<file path="config.mk">
export PLATFORM = sky130hd
export DESIGN_NAME = ttg_timer_group_one
export DESIGN_NICKNAME = d
export VERILOG_FILES = /design/src/core/ttg_pkg.sv /design/src/core/ttg_timer_group_one.sv
export SDC_FILE = /design/constraint.sdc
export NUM_CORES = 1
export LEC_CHECK = 0
export ABC_CLOCK_PERIOD_IN_PS = 5110
export CELL_PAD_IN_SITES_DETAIL_PLACEMENT = 0
export CELL_PAD_IN_SITES_GLOBAL_PLACEMENT = 1
export CORE_AREA = 2 2 143 145
export DETAILED_ROUTE_END_ITERATION = 16
export DIE_AREA = 0 0 145 147
export DONT_BUFFER_PORTS = 1
export MAX_ROUTING_LAYER = met4
export PLACE_DENSITY = 0.84
export SYNTH_ARGS = -nofsm -noshare
export SYNTH_HDL_FRONTEND = slang
export SYNTH_SLANG_ARGS = --single-unit
</file>
<file path="constraint.sdc">
create_clock -name pclk -period 5.11 [get_ports pclk]
set_clock_uncertainty 0.2 [all_clocks]
set_input_delay 0.2555 -clock pclk [delete_from_list [all_inputs] [get_ports pclk]]
set_output_delay 0.2555 -clock pclk [all_outputs]
set_load 0.005 [all_outputs]
</file>
<file path="src/core/ttg_pkg.sv">
// Package for the triple timer group: register map, fields, modes and state type
package ttg_pkg;

  localparam int unsigned NUM_TMR  = 3;
  localparam int unsigned IDX_CORE = 0;
  localparam int unsigned IDX_A    = 1;
  localparam int unsigned IDX_B    = 2;
  localparam int unsigned CNT_W    = 16;
  localparam int unsigned NUM_FLAG = 5;
  localparam int unsigned FLAG_CAP = 2;

  // APB byte offsets
  localparam logic [7:0] OFS_CTRL_CORE = 8'h00;
  localparam logic [7:0] OFS_CTRL_A    = 8'h04;
  localparam logic [7:0] OFS_CTRL_B    = 8'h08;
  localparam logic [7:0] OFS_CNT_CORE  = 8'h0C;
  localparam logic [7:0] OFS_CNT_A     = 8'h10;
  localparam logic [7:0] OFS_CNT_B     = 8'h14;
  localparam logic [7:0] OFS_FLAGS     = 8'h18;
  localparam logic [7:0] OFS_LATCH     = 8'h1C;

  // Control register fields
  localparam int unsigned F_MODE     = 0;
  localparam int unsigned F_PRE      = 3;
  localparam int unsigned F_RUN      = 6;
  localparam int unsigned F_DIR      = 7;
  localparam int unsigned F_DIR_EXT  = 8;
  localparam int unsigned F_EDGE     = 9;
  localparam int unsigned F_GATE     = 11;
  localparam int unsigned F_SRC_OTL  = 12;
  localparam int unsigned F_LEDGE    = 13;
  localparam int unsigned F_EXT_TRIG = 15;
  localparam int unsigned ES_RISE    = 0;
  localparam int unsigned ES_FALL    = 1;

  // Latch register fields
  localparam int unsigned F_LATCH_VAL = 0;
  localparam int unsigned F_LATCH_OE  = 1;

  // Timer modes
  localparam logic [2:0] MODE_TIMER   = 3'h0;
  localparam logic [2:0] MODE_GATED   = 3'h1;
  localparam logic [2:0] MODE_COUNTER = 3'h2;
  localparam logic [2:0] MODE_ENCODER = 3'h3;
  localparam logic [2:0] MODE_RELOAD  = 3'h4;
  localparam logic [2:0] MODE_CAPTURE = 3'h5;

  // Base tick: one count step per four system clocks
  localparam int unsigned BASE_CYCLES   = 4;
  localparam logic [1:0]  BASE_DIV_LAST = 2'(BASE_CYCLES - 1);

  localparam logic [15:0] CNT_MAX   = 16'hFFFF;
  localparam logic [15:0] CNT_MIN   = 16'h0000;
  localparam logic [15:0] CNT_ONE   = 16'h0001;
  localparam logic [15:0] CTRL_RST  = 16'h0000;
  localparam logic [31:0] RDATA_RST = 32'h0000_0000;

  typedef struct packed {
    logic [NUM_TMR-1:0][CNT_W-1:0] ctrl;
    logic [NUM_TMR-1:0][CNT_W-1:0] cnt;
    logic [NUM_FLAG-1:0]           flags;
    logic                          latch;
    logic                          latch_oe;
    logic                          latch_prev;
    logic [1:0]                    div;
    logic [7:0]                    pre;
    logic [2:0]                    s1;
    logic [2:0]                    s2;
    logic [2:0]                    s3;
    logic [2:0]                    lvl;
    logic [2:0]                    prev;
    logic                          out;
    logic                          pready;
    logic                          pslverr;
    logic [31:0]                   prdata;
  } ttg_state_t;

endpackage : ttg_pkg

</file>
<file path="src/core/ttg_timer_group_one.sv">
// Triple 16-bit timer group with APB registers, toggle latch and reload/capture
//
// The register offsets and the APB interface to the registers were decided locally.
`timescale 1ns/100ps
`default_nettype none
module ttg_timer_group_one (
  input  wire logic        pclk,
  input  wire logic        presetn,
  input  wire logic        psel,
  input  wire logic        penable,
  input  wire logic        pwrite,
  input  wire logic [7:0]  paddr,
  input  wire logic [31:0] pwdata,
  output logic      [31:0] prdata,
  output logic             pready,
  output logic             pslverr,
  input  wire logic        core_count_gate_input,
  input  wire logic        core_direction_input,
  input  wire logic        aux_b_count_gate_input,
  output logic             toggle_latch_output
);

  ttg_pkg::ttg_state_t s;
  ttg_pkg::ttg_state_t next_s;

  logic [ttg_pkg::NUM_TMR-1:0] step;
  logic [ttg_pkg::NUM_TMR-1:0] ovf;
  logic [ttg_pkg::NUM_TMR-1:0] cap_ev;
  logic [ttg_pkg::NUM_TMR-1:0] rld_ev;
  logic                        base;
  logic                        wr;

  // Low prescaler bits that must all be set for a prescaled tick
  function automatic logic [7:0] pre_mask(input logic [2:0] n);
    logic [7:0] m;
    m = 8'h00;
    for (int k = 0; k < 8; k++) begin
      if (k < int'(n)) begin
        m[k] = 1'b1;
      end
    end
    return m;
  endfunction : pre_mask

  // Edge selection: rise, fall or both
  function automatic logic sel_edge(input logic [1:0] es, input logic r, input logic f);
    return (es[ttg_pkg::ES_RISE] & r) | (es[ttg_pkg::ES_FALL] & f);
  endfunction : sel_edge

  function automatic logic [31:0] read_reg(input ttg_pkg::ttg_state_t st, input logic [7:0] a);
    logic [31:0] d;
    d = ttg_pkg::RDATA_RST;
    unique case (a)
      ttg_pkg::OFS_CTRL_CORE: d = {16'h0000, st.ctrl[ttg_pkg::IDX_CORE]};
      ttg_pkg::OFS_CTRL_A:    d = {16'h0000, st.ctrl[ttg_pkg::IDX_A]};
      ttg_pkg::OFS_CTRL_B:    d = {16'h0000, st.ctrl[ttg_pkg::IDX_B]};
      ttg_pkg::OFS_CNT_CORE:  d = {16'h0000, st.cnt[ttg_pkg::IDX_CORE]};
      ttg_pkg::OFS_CNT_A:     d = {16'h0000, st.cnt[ttg_pkg::IDX_A]};
      ttg_pkg::OFS_CNT_B:     d = {16'h0000, st.cnt[ttg_pkg::IDX_B]};
      ttg_pkg::OFS_FLAGS:     d = {27'h0000000, st.flags};
      ttg_pkg::OFS_LATCH:     d = {30'h00000000, st.latch_oe, st.latch};
      default:                d = ttg_pkg::RDATA_RST;
    endcase
    return d;
  endfunction : read_reg

  function automatic logic mapped(input logic [7:0] a);
    return (a == ttg_pkg::OFS_CTRL_CORE) || (a == ttg_pkg::OFS_CTRL_A) || (a == ttg_pkg::OFS_CTRL_B) ||
           (a == ttg_pkg::OFS_CNT_CORE) || (a == ttg_pkg::OFS_CNT_A) || (a == ttg_pkg::OFS_CNT_B) ||
           (a == ttg_pkg::OFS_FLAGS) || (a == ttg_pkg::OFS_LATCH);
  endfunction : mapped

  always_comb begin
    logic [2:0]  cin_l;
    logic [2:0]  cin_p;
    logic [2:0]  din_l;
    logic [2:0]  din_p;
    logic [2:0]  m;
    logic [15:0] c;
    logic [7:0]  pm;
    logic [1:0]  es;
    logic [1:0]  les;
    logic        lrise;
    logic        lfall;
    logic        ptick;
    logic        erise;
    logic        efall;
    logic        eev;
    logic        a_ch;
    logic        b_ch;
    logic        down;
    logic        run;
    logic [ttg_pkg::NUM_FLAG-1:0] fset;
    logic [ttg_pkg::NUM_FLAG-1:0] fclr;
    next_s = s;
    cin_l  = 3'h0;
    cin_p  = 3'h0;
    din_l  = 3'h0;
    din_p  = 3'h0;
    m      = ttg_pkg::MODE_TIMER;
    c      = ttg_pkg::CNT_MIN;
    pm     = 8'h00;
    es     = 2'h0;
    les    = 2'h0;
    ptick  = 1'b0;
    erise  = 1'b0;
    efall  = 1'b0;
    lrise  = 1'b0;
    lfall  = 1'b0;
    eev    = 1'b0;
    a_ch   = 1'b0;
    b_ch   = 1'b0;
    down   = 1'b0;
    run    = 1'b0;
    fset   = '0;
    fclr   = '0;
    step   = '0;
    ovf    = '0;
    cap_ev = '0;
    rld_ev = '0;

    wr = psel & penable & pwrite & s.pready;
    base = (s.div == ttg_pkg::BASE_DIV_LAST);
    next_s.div = 2'(s.div + 2'h1);
    if (base) begin
      next_s.pre = 8'(s.pre + 8'h01);
      next_s.prev = s.lvl;
    end

    // Pins settle when the second and third stages agree
    next_s.s1 = {aux_b_count_gate_input, core_direction_input, core_count_gate_input};
    next_s.s2 = s.s1;
    next_s.s3 = s.s2;
    for (int k = 0; k < 3; k++) begin
      if (s.s2[k] == s.s3[k]) begin
        next_s.lvl[k] = s.s3[k];
      end
    end

    // Missing pins of the auxiliary timers stay low
    cin_l[ttg_pkg::IDX_CORE] = s.lvl[0];
    cin_p[ttg_pkg::IDX_CORE] = s.prev[0];
    din_l[ttg_pkg::IDX_CORE] = s.lvl[1];
    din_p[ttg_pkg::IDX_CORE] = s.prev[1];
    cin_l[ttg_pkg::IDX_B]    = s.lvl[2];
    cin_p[ttg_pkg::IDX_B]    = s.prev[2];

    lrise = s.latch & ~s.latch_prev;
    lfall = ~s.latch & s.latch_prev;
    next_s.latch_prev = s.latch;

    for (int i = 0; i < ttg_pkg::NUM_TMR; i++) begin
      m     = s.ctrl[i][ttg_pkg::F_MODE +: 3];
      run   = s.ctrl[i][ttg_pkg::F_RUN];
      pm    = pre_mask(s.ctrl[i][ttg_pkg::F_PRE +: 3]);
      es    = s.ctrl[i][ttg_pkg::F_EDGE +: 2];
      les   = s.ctrl[i][ttg_pkg::F_LEDGE +: 2];
      ptick = base & ((s.pre & pm) == pm);
      erise = base & cin_l[i] & ~cin_p[i];
      efall = base & ~cin_l[i] & cin_p[i];
      eev   = sel_edge(es, erise, efall);
      a_ch  = base & (cin_l[i] ^ cin_p[i]);
      b_ch  = base & (din_l[i] ^ din_p[i]);
      down  = s.ctrl[i][ttg_pkg::F_DIR] ^ (s.ctrl[i][ttg_pkg::F_DIR_EXT] & din_l[i]);
      unique case (m)
        ttg_pkg::MODE_TIMER: begin
          step[i] = ptick;
        end
        ttg_pkg::MODE_GATED: begin
          step[i] = ptick & (cin_l[i] == s.ctrl[i][ttg_pkg::F_GATE]);
        end
        ttg_pkg::MODE_COUNTER: begin
          if ((i != ttg_pkg::IDX_CORE) && s.ctrl[i][ttg_pkg::F_SRC_OTL]) begin
            step[i] = sel_edge(es, lrise, lfall);
          end else begin
            step[i] = eev;
          end
        end
        ttg_pkg::MODE_ENCODER: begin
          step[i] = a_ch | b_ch;
          down = a_ch ? ~(cin_l[i] ^ din_l[i]) : (cin_l[i] ^ din_l[i]);
        end
        ttg_pkg::MODE_RELOAD: begin
          if (i != ttg_pkg::IDX_CORE) begin
            rld_ev[i] = run & ((s.ctrl[i][ttg_pkg::F_EXT_TRIG] & eev) | sel_edge(les, lrise, lfall));
          end
        end
        ttg_pkg::MODE_CAPTURE: begin
          if (i != ttg_pkg::IDX_CORE) begin
            cap_ev[i] = run & eev;
          end
        end
        default: begin
          step[i] = 1'b0;
        end
      endcase
      // Reload and capture modes leave step low, so the timer holds
      step[i] = step[i] & run;
      c = s.cnt[i];
      ovf[i] = step[i] & (down ? (c == ttg_pkg::CNT_MIN) : (c == ttg_pkg::CNT_MAX));
      if (step[i]) begin
        next_s.cnt[i] = down ? 16'(c - ttg_pkg::CNT_ONE) : 16'(c + ttg_pkg::CNT_ONE);
      end
      if (cap_ev[i]) begin
        next_s.cnt[i] = s.cnt[ttg_pkg::IDX_CORE];
        fset[ttg_pkg::FLAG_CAP + i] = 1'b1;
      end
      fset[i] = fset[i] | ovf[i];
    end

    // Reload beats counting; if both fire, timer a wins
    if (rld_ev[ttg_pkg::IDX_B]) begin
      next_s.cnt[ttg_pkg::IDX_CORE] = s.cnt[ttg_pkg::IDX_B];
    end
    if (rld_ev[ttg_pkg::IDX_A]) begin
      next_s.cnt[ttg_pkg::IDX_CORE] = s.cnt[ttg_pkg::IDX_A];
    end

    if (ovf[ttg_pkg::IDX_CORE]) begin
      next_s.latch = ~s.latch;
    end

    // Software writes; a counter write overrides hardware that cycle
    if (wr) begin
      unique case (paddr)
        ttg_pkg::OFS_CTRL_CORE: next_s.ctrl[ttg_pkg::IDX_CORE] = pwdata[15:0];
        ttg_pkg::OFS_CTRL_A:    next_s.ctrl[ttg_pkg::IDX_A]    = pwdata[15:0];
        ttg_pkg::OFS_CTRL_B:    next_s.ctrl[ttg_pkg::IDX_B]    = pwdata[15:0];
        ttg_pkg::OFS_CNT_CORE:  next_s.cnt[ttg_pkg::IDX_CORE]  = pwdata[15:0];
        ttg_pkg::OFS_CNT_A:     next_s.cnt[ttg_pkg::IDX_A]     = pwdata[15:0];
        ttg_pkg::OFS_CNT_B:     next_s.cnt[ttg_pkg::IDX_B]     = pwdata[15:0];
        ttg_pkg::OFS_FLAGS:     fclr = pwdata[ttg_pkg::NUM_FLAG-1:0];
        ttg_pkg::OFS_LATCH: begin
          next_s.latch    = pwdata[ttg_pkg::F_LATCH_VAL];
          next_s.latch_oe = pwdata[ttg_pkg::F_LATCH_OE];
        end
        default: begin
        end
      endcase
    end
    // Set wins over a write-one clear so no event is lost
    next_s.flags = (s.flags & ~fclr) | fset;

    next_s.out = s.latch & s.latch_oe;

    // One wait-free access: answer is registered in the setup cycle
    if (psel & ~penable & ~s.pready) begin
      next_s.pready  = 1'b1;
      next_s.pslverr = ~mapped(paddr);
      next_s.prdata  = pwrite ? ttg_pkg::RDATA_RST : read_reg(s, paddr);
    end else begin
      next_s.pready  = 1'b0;
      next_s.pslverr = 1'b0;
    end
  end

  always_ff @(posedge pclk or negedge presetn) begin
    if (!presetn) begin
      s <= '0;
    end else begin
      s <= next_s;
    end
  end

  assign prdata              = s.prdata;
  assign pready              = s.pready;
  assign pslverr             = s.pslverr;
  assign toggle_latch_output = s.out;

  // Checks
  chk_base_period: assert property (@(posedge pclk) disable iff (!presetn)
    base |=> !base [*3] ##1 base) else $error("base tick period is not four clocks");

  chk_wrap_up: assert property (@(posedge pclk) disable iff (!presetn)
    (ovf[0] && !wr && !rld_ev[1] && !rld_ev[2] && s.cnt[0] == ttg_pkg::CNT_MAX)
      |=> (s.cnt[0] == ttg_pkg::CNT_MIN) && s.flags[0]) else $error("core up wrap wrong");

  chk_wrap_down: assert property (@(posedge pclk) disable iff (!presetn)
    (ovf[0] && !wr && !rld_ev[1] && !rld_ev[2] && s.cnt[0] == ttg_pkg::CNT_MIN)
      |=> (s.cnt[0] == ttg_pkg::CNT_MAX)) else $error("core down wrap wrong");

  chk_latch_toggle: assert property (@(posedge pclk) disable iff (!presetn)
    (ovf[0] && !wr) |=> (s.latch != $past(s.latch))) else $error("latch did not toggle");

  chk_latch_pin: assert property (@(posedge pclk) disable iff (!presetn)
    ##1 toggle_latch_output == ($past(s.latch) & $past(s.latch_oe))) else $error("latch pin mismatch");

  chk_aux_hold: assert property (@(posedge pclk) disable iff (!presetn)
    (s.ctrl[1][ttg_pkg::F_MODE +: 3] == ttg_pkg::MODE_RELOAD && !wr) |=> $stable(s.cnt[1]))
    else $error("reload timer counted");

  chk_capture_val: assert property (@(posedge pclk) disable iff (!presetn)
    (cap_ev[2] && !wr) |=> (s.cnt[2] == $past(s.cnt[0])) && s.flags[ttg_pkg::FLAG_CAP + ttg_pkg::IDX_B])
    else $error("capture wrong");

  chk_reload_val: assert property (@(posedge pclk) disable iff (!presetn)
    (rld_ev[1] && !wr) |=> (s.cnt[0] == $past(s.cnt[1]))) else $error("reload wrong");

  chk_step_spacing: assert property (@(posedge pclk) disable iff (!presetn)
    step[0] |=> !step[0] [*3]) else $error("core stepped faster than four clocks");

  chk_gate_block: assert property (@(posedge pclk) disable iff (!presetn)
    (s.ctrl[0][ttg_pkg::F_MODE +: 3] == ttg_pkg::MODE_GATED &&
     s.lvl[0] != s.ctrl[0][ttg_pkg::F_GATE]) |-> !step[0]) else $error("gate closed but counted");

  chk_flag_sticky: assert property (@(posedge pclk) disable iff (!presetn)
    (s.flags[0] && !wr) |=> s.flags[0]) else $error("flag lost without clear");

  chk_apb_ready: assert property (@(posedge pclk) disable iff (!presetn)
    (psel && !penable && !pready) |=> pready ##1 !pready) else $error("pready not one cycle");

  chk_timer_tick: assert property (@(posedge pclk) disable iff (!presetn)
    (s.ctrl[0][ttg_pkg::F_MODE +: 3] == ttg_pkg::MODE_TIMER && s.ctrl[0][ttg_pkg::F_RUN] &&
     !(|s.ctrl[0][ttg_pkg::F_PRE +: 3])) |-> (step[0] == base)) else $error("timer tick mismatch");

  chk_gate_open: assert property (@(posedge pclk) disable iff (!presetn)
    (s.ctrl[0][ttg_pkg::F_MODE +: 3] == ttg_pkg::MODE_GATED && s.ctrl[0][ttg_pkg::F_RUN] &&
     !(|s.ctrl[0][ttg_pkg::F_PRE +: 3]) && s.lvl[0] == s.ctrl[0][ttg_pkg::F_GATE]) |-> (step[0] == base))
    else $error("open gate did not count");

  chk_count_edge: assert property (@(posedge pclk) disable iff (!presetn)
    (s.ctrl[2][ttg_pkg::F_MODE +: 3] == ttg_pkg::MODE_COUNTER && s.ctrl[2][ttg_pkg::F_RUN] &&
     !s.ctrl[2][ttg_pkg::F_SRC_OTL] && s.ctrl[2][ttg_pkg::F_EDGE + ttg_pkg::ES_RISE] &&
     !s.ctrl[2][ttg_pkg::F_EDGE + ttg_pkg::ES_FALL]) |-> (step[2] == (base && s.lvl[2] && !s.prev[2])))
    else $error("counter edge mismatch");

  chk_dir_pin: assert property (@(posedge pclk) disable iff (!presetn)
    (step[0] && !wr && !rld_ev[1] && !rld_ev[2] && s.ctrl[0][ttg_pkg::F_MODE +: 3] == ttg_pkg::MODE_TIMER &&
     s.ctrl[0][ttg_pkg::F_DIR_EXT] && !s.ctrl[0][ttg_pkg::F_DIR] && s.lvl[1])
      |=> (s.cnt[0] == 16'($past(s.cnt[0]) - ttg_pkg::CNT_ONE))) else $error("direction pin ignored");

  chk_encoder_up: assert property (@(posedge pclk) disable iff (!presetn)
    (s.ctrl[0][ttg_pkg::F_MODE +: 3] == ttg_pkg::MODE_ENCODER && s.ctrl[0][ttg_pkg::F_RUN] && base && !wr &&
     !rld_ev[1] && !rld_ev[2] && s.lvl[0] != s.prev[0] && s.lvl[0] != s.lvl[1])
      |=> (s.cnt[0] == 16'($past(s.cnt[0]) + ttg_pkg::CNT_ONE))) else $error("encoder did not count up");

  chk_latch_clock: assert property (@(posedge pclk) disable iff (!presetn)
    (s.ctrl[1][ttg_pkg::F_MODE +: 3] == ttg_pkg::MODE_COUNTER && s.ctrl[1][ttg_pkg::F_RUN] &&
     s.ctrl[1][ttg_pkg::F_SRC_OTL] && s.ctrl[1][ttg_pkg::F_EDGE + ttg_pkg::ES_RISE] &&
     !s.ctrl[1][ttg_pkg::F_DIR] && s.latch && !s.latch_prev && !wr)
      |=> (s.cnt[1] == 16'($past(s.cnt[1]) + ttg_pkg::CNT_ONE)))
    else $error("latch edge did not clock timer a");

  chk_reload_b: assert property (@(posedge pclk) disable iff (!presetn)
    (rld_ev[2] && !rld_ev[1] && !wr) |=> (s.cnt[0] == $past(s.cnt[2]))) else $error("reload from timer b wrong");

  cov_core_wrap:  cover property (@(posedge pclk) disable iff (!presetn) ovf[0]);
  cov_ext_reload: cover property (@(posedge pclk) disable iff (!presetn) rld_ev[2]);
  cov_capture:    cover property (@(posedge pclk) disable iff (!presetn) cap_ev[2]);
  cov_pwm:        cover property (@(posedge pclk) disable iff (!presetn) rld_ev[1] ##[1:1000] rld_ev[2]);
  cov_encoder:    cover property (@(posedge pclk) disable iff (!presetn)
    step[0] && s.ctrl[0][ttg_pkg::F_MODE +: 3] == ttg_pkg::MODE_ENCODER);

endmodule : ttg_timer_group_one
`default_nettype wire

</file>
# [After elaboration in Yosys (flattened, before gate mapping)]
# Cells that the tools add are included.
[totals] regBits=164 output_inout_bits=35 inputBits=48 word_cells=238
[classes] reduce_logical=18 muxes=59 n_bitwise=78 addsub=8 n_lt_le_gt_ge=21 eq_ne=31
[op_table] operator="2-to-1 mux 16 bit" count=12
[op_table] operator="case mux 16 bit (8 select lines)" count=1
[op_table] operator="adder 16 x 1 -> 16 bit (second input constant)" count=3
[op_table] operator="bitwise AND 1 bit" count=48
[op_table] operator="equality test 16 bit (second input constant)" count=3
[op_table] operator="zero test 16 bit" count=3
[op_table] operator="2-to-1 mux 48 bit" count=1
[op_table] operator="subtractor 16 x 1 -> 16 bit (second input constant)" count=3
[op_table] operator="2-to-1 mux 1 bit" count=36
[op_table] operator="equality test 8 x 5 -> 1 bit (second input constant)" count=4
[op_table] operator="2-to-1 mux 32 bit" count=1
[op_table] operator="less-than comparator 3 bit (first input constant)" count=9
[op_table] operator="bitwise AND 8 x 7 -> 8 bit" count=3
[op_table] operator="equality test 8 x 7 -> 1 bit" count=3
[op_table] operator="equality test 3 x 2 -> 1 bit (second input constant)" count=6
[op_table] operator="less-than comparator 1 x 3 -> 1 bit (first input constant)" count=6
[op_table] operator="less-than comparator 2 x 3 -> 1 bit (first input constant)" count=6
[op_table] operator="equality test 8 x 4 -> 1 bit (second input constant)" count=2
[op_table] operator="inverter 1 bit" count=11
[op_table] operator="2-to-1 mux 5 bit" count=2
[op_table] operator="equality test 3 x 1 -> 1 bit (second input constant)" count=3
[op_table] operator="equality test 3 bit (second input constant)" count=3
[op_table] operator="zero test 3 bit" count=3
[op_table] operator="adder 8 x 1 -> 8 bit (second input constant)" count=1
[op_table] operator="15 further kinds" count=42

# [Logic depth before layout (Yosys ltp)]
# Gate-level depths: netlist (run 1).
[logic_depth] word_depth=13 ltp_mapped=18 mapped_depth_nobuf=17

# [Least setup slack after synthesis (run 1)]
# Ideal clock, no wire load.
[synth_timing] path_kind="reg-to-reg" from="register s[58] (netlist name)" to="register s[82] (netlist name)" slack_ps=677 path_stages_with_launch=18 required_time_ps=4774 n_path_buf=1 setup_time_ps=136 arrival_time_ps=4097 synth_period_minus_slack_ps=4433 path_cell_list="dfrtp_1 ha_1 buf_2 mux2i_1 nor2_1 a31oi_1 nor2b_1 nor3_1 ha_1 nor2b_1 o2111ai_1 nand3_1 a31oi_1 o21ai_0 a41oi_1 xnor2_1 a221oi_1 o21ai_0"
[synth_lines] element="start: declaration" line="ttg_timer_group_one.sv:23" text="ttg_pkg::ttg_state_t s;"
[synth_lines] element="start signal: assignment" line="ttg_timer_group_one.sv:261" text="s <= next_s;"

==> results of run 1 <==
==> cells by family after synthesis <==
logic type	after synthesis
adder cells (fa/ha/maj)	50
other	1
AO/OA/AOI/OAI	322
buffers and inverters	99
AND/OR/NAND/NOR	315
flip-flops	147
multiplexers	69
XOR/XNOR	51
==> sequential cells by signal (all words and copies together) (netlist names) <==
name	cells
next_s	7
pready	1
pslverr	1
s	121
toggle_latch_output	1
prdata	16
==> power groups by stage <==
stage / clock network, W / logic, W / registers [W]
global placement: 0 / 0.000127 / 0.00122
finish: 0.00136 / 0.000187 / 0.00120
CTS: 0.00137 / 0.000188 / 0.00120
global route: 0.00142 / 0.000209 / 0.00121
floorplan: 0 / 0.000122 / 0.00121
detailed placement: 0 / 0.000128 / 0.00123
==> what timing repair did <==
action | 4_1_cts | 5_1_grt
setup buffers | 0 | 0
endpoints found under the hold margin | 254 | 0
gates resized for setup | 0 | 0
hold buffers | 23 | 0
==> worst max-delay path, cell delays in order (launching register included) <==
cell and delay [ns]:
dfrtp_1 0.38, ha_1 0.30, mux2i_1 0.16, a31o_2 0.35
inv_1 0.47, ha_1 0.34, a21oi_1 0.25, o2111ai_1 0.22
a211o_1 0.30, a21o_1 0.23, a31o_2 0.26, xnor2_1 0.12
o211ai_1 0.16, o21ai_0 0.10, a21oi_1 0.17
==> how the worst max path moves through the flow <==
stage          startpoint      to  slack (ns)  depth (start not counted)
2_1_floorplan       s[58]   s[82]        0.68                         17
4_1_cts             s[58]   s[82]        1.01                         18
6_report            s[58]  s[113]        0.99                         14
3_3_place_gp        s[58]  s[113]        1.08                         14
5_1_grt             s[58]   s[82]        0.60                         18
3_5_place_dp        s[58]  s[113]        1.06                         14
==> Yosys cell counts, types with 24 or more instances <==
| cell type | n |
|---|---|
| dfrtp_1 | 147 |
| nand2_1 | 102 |
| o21ai_0 | 74 |
| a21oi_1 | 71 |
| nor2_1 | 66 |
| a22oi_1 | 51 |
| mux2_2 | 51 |
| ha_1 | 44 |
| buf_4 | 34 |
| xnor2_1 | 33 |
| clkbuf_1 | 25 |
| inv_1 | 25 |
| nand3_1 | 25 |
| nand4_1 | 24 |
==> layout make-up <==
| cell class | count | area (um2) | area share |
|---|---|---|---|
| antenna | 3 | 7.51 | 0.000696 |
| clock buffer | 17 | 425 | 0.0395 |
| clock inverter | 15 | 210 | 0.0195 |
| inverter | 25 | 93.8 | 0.00870 |
| multi-input combinational | 823 | 5660 | 0.525 |
| sequential | 147 | 3680 | 0.341 |
| tap | 270 | 338 | 0.0313 |
| timing repair buffer | 39 | 368 | 0.0341 |
==> per-layer routing <==
metal	vias to the layer above	share of wire
met5	-	0
met3	73	0.098
met4	0	0.035
li1	3893	-
met1	3999	0.43
met2	406	0.43
==> metrics by stage <==
stage                     hold slack (ns)  total power (W)  setup slack, ns
after global routing               0.0483          0.00283            0.605
after floorplan                    -0.240          0.00134            0.677
after global placement             -0.236          0.00135             1.08
after detailed placement           -0.236          0.00135             1.06
final                              0.0465          0.00276            0.991
after CTS                          0.0383          0.00277             1.01
==> results.json, run 1 <==
{
  "fin_crit_sh": 0.806,
  "place_area_um2": 9890,
  "synth-xor-area-share": 0.0457,
  "drive_gt1_frac": 0.119,
  "relSlewSlack": 0.300,
  "synth_ff_type": "dfrtp_1",
  "post-route-util": 0.543,
  "nNetsFinal": 1148,
  "timing.setup.tns_ns": 0,
  "fin_crit_ns": 4.12,
  "worstSetupStartpointType": "flop",
  "rsz0062_at_grt": "no",
  "dp_hpwl_um": 21100,
  "vias_per_cell": 6.25,
  "synth_top_area_frac": 0.376,
  "final_common_cell": "dfrtp_1",
  "busiest_layer": "met2",
  "synth_top_family_by_area": "compound AO/OA/AOI/OAI gates",
  "ff2ff_setup_slack_ns": 0.99,
  "grt.overflow.total": 0,
  "grt_pass1_vias": 7929,
  "finalHoldViolations": 0,
  "seqPwrFrac": 0.437,
  "power_switching_w": 0.000709,
  "switching_share": 0.257,
  "use_met2": 0.419,
  "syn_to_final_growth_pct": 10.2,
  "drv_cap": 0,
  "crit_fanout": 16,
  "start_util": 0.493,
  "cts_tree": "built",
  "die_x_um": 145,
  "port_buffers": 0,
  "placed_cells": 1281,
  "synthSimpleGateAreaFrac": 0.164,
  "final_antenna_net_count": 0,
  "antenna_found_initial": 3,
  "synth_fa_ha_area_frac": 0.0655,
  "fill_cells": 1776,
  "root_buffer": "clkbuf_16",
  "status": "complete, no violations",
  "dieArea_um2": 21300,
  "p_int_w": 0.00205,
  "syn_area_um2": 9780,
  "ir_drop_v": 0.000265,
  "design_area_um2": 10800,
  "worst_r2r_endpoint": "s[113]",
  "groute.usage.overall": 0.295,
  "drt_iter0_drc": 1100,
  "ios": 83,
  "yosysTopAreaCell": "dfrtp_1",
  "cp-end-kind": "flop",
  "grt_first_pass_wirelength_um": 46600,
  "dr.pass1.iters": 6,
  "fp-row-count": 52,
  "fin_cells": 1339,
  "cts_buffers": 17,
  "p_per_area_nw_per_um2": 256,
  "wl_um": 30100,
  "grt_max_degree": 148,
  "vias": 8371,
  "wire_per_inst_um": 22.5,
  "path_clk_slew_ns": 0.07,
  "reg2regPathDepth": 14,
  "yosysWarnings": 0,
  "holdPathEnd": "prdata[5]",
  "cts_sinks": 147,
  "p_leak_nw": 4.68,
  "drc": 0,
  "crit_type": "flop to flop",
  "clock_path_buffers": 2,
  "hold_start": "pwrite",
  "post_synth_num_cell_types": 75,
  "synth-seq-area-share": 0.376,
  "syn_area_per_cell_um2": 9.28,
  "met3_usage": 0.0742,
  "netlist_instances": 1054,
  "place_congestion": 0.979,
  "synth_area_leaders": "dfrtp_1 38%, mux2_2 5.9%, ha_1 5.6%",
  "comb_power_share": 0.068,
  "fmax_ghz": 0.243,
  "final_cell_mix": "147 x dfrtp_1, 102 x nand2_1, 73 x o21ai_0",
  "cp.arrival_ns": 4.27,
  "setup_violations": 0,
  "slew_violations": 0,
  "synth_edf_count": 0,
  "synth-compound-area-share": 0.217,
  "clkPwrFrac": 0.495,
  "clk_latency_ns": 0.43,
  "r2r-start": "s[58]",
  "die_h_um": 147,
  "worstHoldPathCells": 3,
  "grt_use_met1": 0.409,
  "cp.required_ns": 5.26,
  "worst_slew_pin_slew_ns": 1.04,
  "htree_levels": 4,
  "worstHoldPathType": "input port to flop",
  "synth_seq_cells": 147,
  "synth.area.mux_share": 0.0774,
  "async_flop_share": 1.00,
  "fp.coreArea_um2": 19800
}
Power figures use the tool's default switching activity.
==> run 2: changes to the inputs <==
==> config.mk (replaced) <==
export PLATFORM = sky130hd
export DESIGN_NAME = ttg_timer_group_one
export DESIGN_NICKNAME = d
export VERILOG_FILES = /design/src/core/ttg_pkg.sv /design/src/core/ttg_timer_group_one.sv
export SDC_FILE = /design/constraint.sdc
export NUM_CORES = 1
export LEC_CHECK = 0
export ABC_CLOCK_PERIOD_IN_PS = 3600
export CELL_PAD_IN_SITES_DETAIL_PLACEMENT = 0
export CELL_PAD_IN_SITES_GLOBAL_PLACEMENT = 1
export CORE_AREA = 2 2 151 153
export DETAILED_ROUTE_END_ITERATION = 16
export DIE_AREA = 0 0 153 155
export DONT_BUFFER_PORTS = 1
export MAX_ROUTING_LAYER = met4
export PLACE_DENSITY = 0.8
export SYNTH_ARGS = -nofsm -noshare
export SYNTH_HDL_FRONTEND = slang
export SYNTH_SLANG_ARGS = --single-unit
==> constraint.sdc (replaced) <==
create_clock -name pclk -period 3.6 [get_ports pclk]
set_clock_uncertainty 0.2 [all_clocks]
set_input_delay 0.18 -clock pclk [delete_from_list [all_inputs] [get_ports pclk]]
set_output_delay 0.18 -clock pclk [all_outputs]
set_load 0.005 [all_outputs]
==> run 2 against run 1 <==
The flow now finishes with violations (hold timing). Clock power rose by 37%. First-iteration DRC count fell by 13%. Non-clock buffer count up 57. Sequential share of layout area shrank 2.2 points. Fmax increased by 15%. Worst hold slack worse by 0.82 ns. Cell count is 5.2% higher. Clock-buffer cell count grew 2. Register-to-register slack worse by 0.97 ns. Routed wire length up 6.5%. Combinational power grew 48%. Critical path type unchanged. Critical endpoint unchanged.
==> results.json, run 2 (synthesis results as in run 1) <==
{
  "fill_cells": 2031,
  "regMostFlops": "s",
  "whs_ns": -0.770,
  "switching_share": 0.251,
  "power_switching_w": 0.000966,
  "grt_max_degree": 148,
  "violations": "hold timing",
  "p_int_w": 0.00288,
  "syn_to_final_growth_pct": 17.8,
  "finalHoldViolations": 147,
  "dr.pass1.iters": 7,
  "vias_per_cell": 6.25,
  "reg2regPathDepth": 16,
  "dp_hpwl_um": 22400,
  "drive_gt1_frac": 0.202,
  "cts_buffers": 17,
  "wl_um": 32100,
  "crit_type": "flop to flop",
  "rsz0062_at_grt": "yes",
  "slew_violations": 0,
  "cp-end-kind": "flop",
  "endpoint": "s[113]",
  "total_power_w": 0.00385,
  "worst_slew_pin_slew_ns": 0.861,
  "fin_crit_sh": 0.994,
  "fp-row-count": 55,
  "relSlewSlack": 0.426,
  "nNetsFinal": 1205,
  "port_buffers": 0,
  "setup_violations": 0,
  "cp.required_ns": 3.75,
  "path_clk_slew_ns": 0.07,
  "drv_cap": 0,
  "groute.usage.overall": 0.275,
  "largest_reg_flops": 121,
  "clkPwrFrac": 0.486,
  "die_x_um": 153,
  "final_common_cell": "dfrtp_1",
  "status": "finished, violations left",
  "final_cell_mix": "147 x dfrtp_1, 101 x nand2_1, 67 x buf_4",
  "clk_latency_ns": 0.44,
  "cts_tree": "built",
  "worstSetupStartpointType": "flop",
  "dp_slack_ns": 0.0400,
  "worst_r2r_endpoint": "s[113]",
  "drt_iter0_drc": 960,
  "crit_fanout": 11,
  "fmax_ghz": 0.279,
  "cts_sinks": 147,
  "cp-startpoint": "s[58]",
  "comb_power_share": 0.072,
  "grt_first_pass_wirelength_um": 48600,
  "wire_per_inst_um": 22.8,
  "dieArea_um2": 23700,
  "cp.arrival_ns": 3.73,
  "p_leak_nw": 5.00,
  "grt.overflow.total": 0,
  "htree_levels": 4,
  "place_congestion": 0.959,
  "fp.coreArea_um2": 22200,
  "antenna_found_initial": 1,
  "worstHoldPathType": "input port to async pin",
  "ios": 83,
  "drc": 0,
  "die_h_um": 155,
  "r2r-start": "s[58]",
  "start_util": 0.440,
  "root_buffer": "clkbuf_16",
  "fin_crit_ns": 3.58,
  "vias": 8808,
  "clock_path_buffers": 2,
  "grt_pass1_vias": 8201,
  "seqPwrFrac": 0.443,
  "ff2ff_setup_slack_ns": 0.02,
  "ctsHoldBuffers": 27,
  "final_antenna_net_count": 0,
  "p_per_area_nw_per_um2": 334,
  "ir_drop_v": 0.000260,
  "fin_ws_ns": 0.0203
}
==> run 2: routing by layer <==
layer | vias to the layer above | track usage | share of wire
met4 | 0 | 0.0913 | 0.036
li1 | 4006 | - | -
met3 | 100 | 0.0671 | 0.091
met2 | 431 | 0.400 | 0.44
met1 | 4271 | 0.378 | 0.44
met5 | - | - | 0
==> run 2: repair_timing <==
item | CTS | global route
buffers inserted | 0 | 6
pin swaps | 6 | 15
hold endpoints to repair | 271 | 147
gates resized for setup | 7 | 33
endpoints found under the setup margin | 5 | 18
==> run 2: area by class of cell <==
cell class / count / area (um2) / area share
multi-input cells: 823 / 5960 / 0.517
flip-flops and latches: 147 / 3680 / 0.319
repair buffers: 96 / 813 / 0.0706
clock buffers: 19 / 453 / 0.0393
well taps: 285 / 357 / 0.0309
clock inverters: 13 / 166 / 0.0144
inverters: 25 / 97.6 / 0.00847
diodes: 1 / 2.50 / 0.000217
==> run 2: how the worst min path moves through the flow <==
stage                 start          to  cells past startpoint
finish              presetn       s[51]                      0
global route        presetn       s[53]                      0
CTS                 presetn       s[52]                      0
detailed placement  presetn       s[52]                      0
global placement    presetn       s[52]                      0
floorplan           presetn  next_s[41]                      0
==> run 2: worst max-delay path, cell delays in order, from the launching register on <==
cell	delay (ns)
dfrtp_1	0.38
ha_2	0.19
buf_4	0.15
mux2i_2	0.19
a31o_2	0.27
clkinvlp_4	0.12
buf_12	0.16
ha_4	0.24
a21oi_4	0.15
o2111ai_2	0.14
a211o_1	0.28
a21o_1	0.20
a31o_2	0.22
xnor2_1	0.13
o211ai_1	0.24
o21ai_1	0.10
a21oi_1	0.13
==> run 2: power groups by stage <==
stage / combinational (W) / clock [W] / sequential [W]
after CTS: 0.000264 / 0.00188 / 0.00170
after floorplan: 0.000175 / 0 / 0.00172
after global routing: 0.000299 / 0.00195 / 0.00170
after detailed placement: 0.000209 / 0 / 0.00173
final: 0.000277 / 0.00187 / 0.00170
after global placement: 0.000206 / 0 / 0.00173
==> run 2: per-stage QoR <==
stage | instances | TNS [ns] | hold slack, ns | util | instance area (um2)
after detailed placement | 1343 | 0 | -0.313 | 0.469 | 10400
after global placement | 1343 | 0 | -0.313 | 0.469 | 10400
after global routing | 1409 | -0.693 | -0.785 | 0.518 | 11500
after floorplan | 1069 | -0.0374 | -0.316 | - | 9990
after CTS | 1402 | -0.0197 | -0.779 | 0.510 | 11300
final | 1409 | 0 | -0.770 | 0.518 | 11500
==> run 3: changes to the inputs <==
--- a/config.mk
+++ b/config.mk
@@ -5,7 +5,7 @@
 export SDC_FILE = /design/constraint.sdc
 export NUM_CORES = 1
 export LEC_CHECK = 0
-export ABC_CLOCK_PERIOD_IN_PS = 3600
+export ABC_CLOCK_PERIOD_IN_PS = 3200
 export CELL_PAD_IN_SITES_DETAIL_PLACEMENT = 0
 export CELL_PAD_IN_SITES_GLOBAL_PLACEMENT = 1
 export CORE_AREA = 2 2 151 153
==> constraint.sdc (replaced) <==
create_clock -name pclk -period 3.2 [get_ports pclk]
set_clock_uncertainty 0.2 [all_clocks]
set_input_delay 0.16 -clock pclk [delete_from_list [all_inputs] [get_ports pclk]]
set_output_delay 0.16 -clock pclk [all_outputs]
set_load 0.005 [all_outputs]
==> run 3 against run 2 <==
The flow finishes with violations (hold timing, setup timing). Worst hold slack got worse by 0.022 ns. Via count rose by 4.9%. Register-to-register slack got worse by 0.32 ns. Critical endpoint is now s[77]. Largest cell class unchanged. Highest routed layer unchanged.
==> results.json, run 3 (synthesis results as in run 1) <==
{
  "drv_cap": 0,
  "ir_drop_v": 0.000262,
  "grt.overflow.total": 0,
  "final_common_cell": "dfrtp_1",
  "fp-row-count": 55,
  "drt_iter0_drc": 925,
  "final_antenna_net_count": 0,
  "total_power_w": 0.00430,
  "cp_cell_sequence": "nand3b_1 -> nor2_2 -> a211oi_2 -> buf_4 -> nor3_4 -> buf_12 -> buf_4 -> ha_4 -> a21oi_4 -> o2111ai_4 -> a31o_2 -> a21o_1 -> buf_4 -> buf_6 -> xor2_1 -> a21oi_1 -> a21oi_1",
  "grt_pass1_vias": 8726,
  "wl_met3_um": 3470,
  "crit_buf_inv": 5,
  "status": "finished, violations left",
  "design_area_um2": 12500,
  "place_area_um2": 10800,
  "ff2ff_setup_slack_ns": -0.30,
  "syn_to_final_growth_pct": 27.9,
  "start_util": 0.440,
  "port_buffers": 0,
  "cts_buffers": 17,
  "rsz0062_at_grt": "yes",
  "die_x_um": 153,
  "fill_cells": 1931,
  "cpMostUsedCell": "buf_4",
  "cts_sinks": 147,
  "finalHoldViolations": 147,
  "path_clk_slew_ns": 0.07,
  "htree_levels": 4,
  "wl_um": 34300,
  "crit_fanout": 7,
  "crit_type": "flop to flop",
  "grt_first_pass_wirelength_um": 51100,
  "groute.usage.overall": 0.289,
  "ios": 83,
  "fin_ws_ns": -0.302,
  "p_per_area_nw_per_um2": 344,
  "wl_met2_um": 15100,
  "violations": "hold timing, setup timing",
  "relSlewSlack": 0.511,
  "fp.coreArea_um2": 22200,
  "fmax_ghz": 0.286,
  "largest_reg_flops": 121,
  "clock_path_buffers": 2,
  "p_leak_nw": 5.45,
  "ctsHoldBuffers": 28,
  "crit_family": "compound AO/OA/AOI/OAI gates",
  "drc": 0,
  "cts_tree": "built",
  "cp.required_ns": 3.33,
  "final_cell_mix": "147 x dfrtp_1, 123 x buf_4, 96 x nand2_1",
  "antenna_found_initial": 1,
  "nNetsFinal": 1280,
  "dr.pass1.iters": 5,
  "die_h_um": 155,
  "crit_slowest_cell": "dfrtp_1",
  "worstSetupStartpointType": "flop",
  "worstHoldPathType": "input port to async pin",
  "wire_per_inst_um": 23.1,
  "place_congestion": 1.02,
  "worst_slew_pin_slew_ns": 0.726,
  "whs_ns": -0.792,
  "dieArea_um2": 23700,
  "dp_hpwl_um": 23400,
  "vias": 9243,
  "drive_gt1_frac": 0.288,
  "fin_crit_sh": 1.09,
  "grt_max_degree": 148,
  "cp-end-kind": "flop",
  "cp.arrival_ns": 3.63,
  "met1_length_um": 14300,
  "slew_violations": 0,
  "setup_violations": 22,
  "regMostFlops": "s",
  "vias_per_cell": 6.23,
  "top_layer": "met4",
  "cpPeakStageDelay_ns": 0.39,
  "root_buffer": "clkbuf_16",
  "fin_crit_ns": 3.50,
  "clk_latency_ns": 0.44
}
[run 3: worst paths after layout]
path                       startpoint  depth (start not counted)         end
setup / recovery               s[118]                         17       s[77]
hold / removal                presetn                          0       s[51]
setup reg to reg               s[118]                         17       s[77]
hold reg to reg            next_s[44]                          0  next_s[41]
max in group asynchronous     presetn                          0       s[77]
min in group pclk            paddr[4]                          4       s[96]
[run 3: routing by layer]
layer  track usage  vias up
met3        0.0696      117
met1         0.388     4458
met4        0.0979        0
met5             -        -
li1              -     4157
met2         0.432      511
[run 3: where the power goes]
part	switching, W	leakage [nW]	total, W	internal, W
clock	0.000968	0.289	0.00203	0.00106
combinational	0.000193	3.41	0.000361	0.000169
sequential	0.0000320	1.75	0.00191	0.00188
total	0.00119	5.45	0.00430	0.00311
[run 3: worst register-to-register path: stages (launching register included)]
cell       delay [ns]
dfrtp_1          0.39
nand3b_1         0.25
nor2_2           0.19
a211oi_2         0.05
buf_4            0.15
nor3_4           0.20
buf_12           0.18
buf_4            0.14
ha_4             0.20
a21oi_4          0.17
o2111ai_4        0.13
a31o_2           0.26
a21o_1           0.22
buf_4            0.15
buf_6            0.10
xor2_1           0.16
a21oi_1          0.17
a21oi_1          0.09
[run 3: what timing repair did]
| item | in CTS | in global routing |
|---|---|---|
| setup endpoints to repair | 20 | 33 |
| hold endpoints to repair | 271 | 147 |
| pin swaps | 68 | 71 |
| gates resized for setup | 65 | 68 |
| setup buffers | 16 | 20 |
| gates cloned | 0 | 1 |
[run 3: cell type report]
class,count,area (um2),share of cell area
multi-input cells,824,6320,0.505
inverters,25,100,0.00800
well taps,285,357,0.0285
diodes,1,2.50,0.000200
clock inverters,15,176,0.0141
clock buffers,17,425,0.0340
repair buffers,170,1450,0.116
flip-flops and latches,147,3680,0.294
[run 3: metrics by stage]
step	setup WS, ns	util	cells	TNS [ns]
after floorplan	-0.421	-	1069	-4.34
after global placement	-0.316	0.486	1392	-3.23
after detailed placement	-0.394	0.486	1392	-3.80
after CTS	-0.246	0.543	1465	-2.70
after global routing	-0.490	0.563	1484	-7.13
final	-0.302	0.563	1484	-3.52
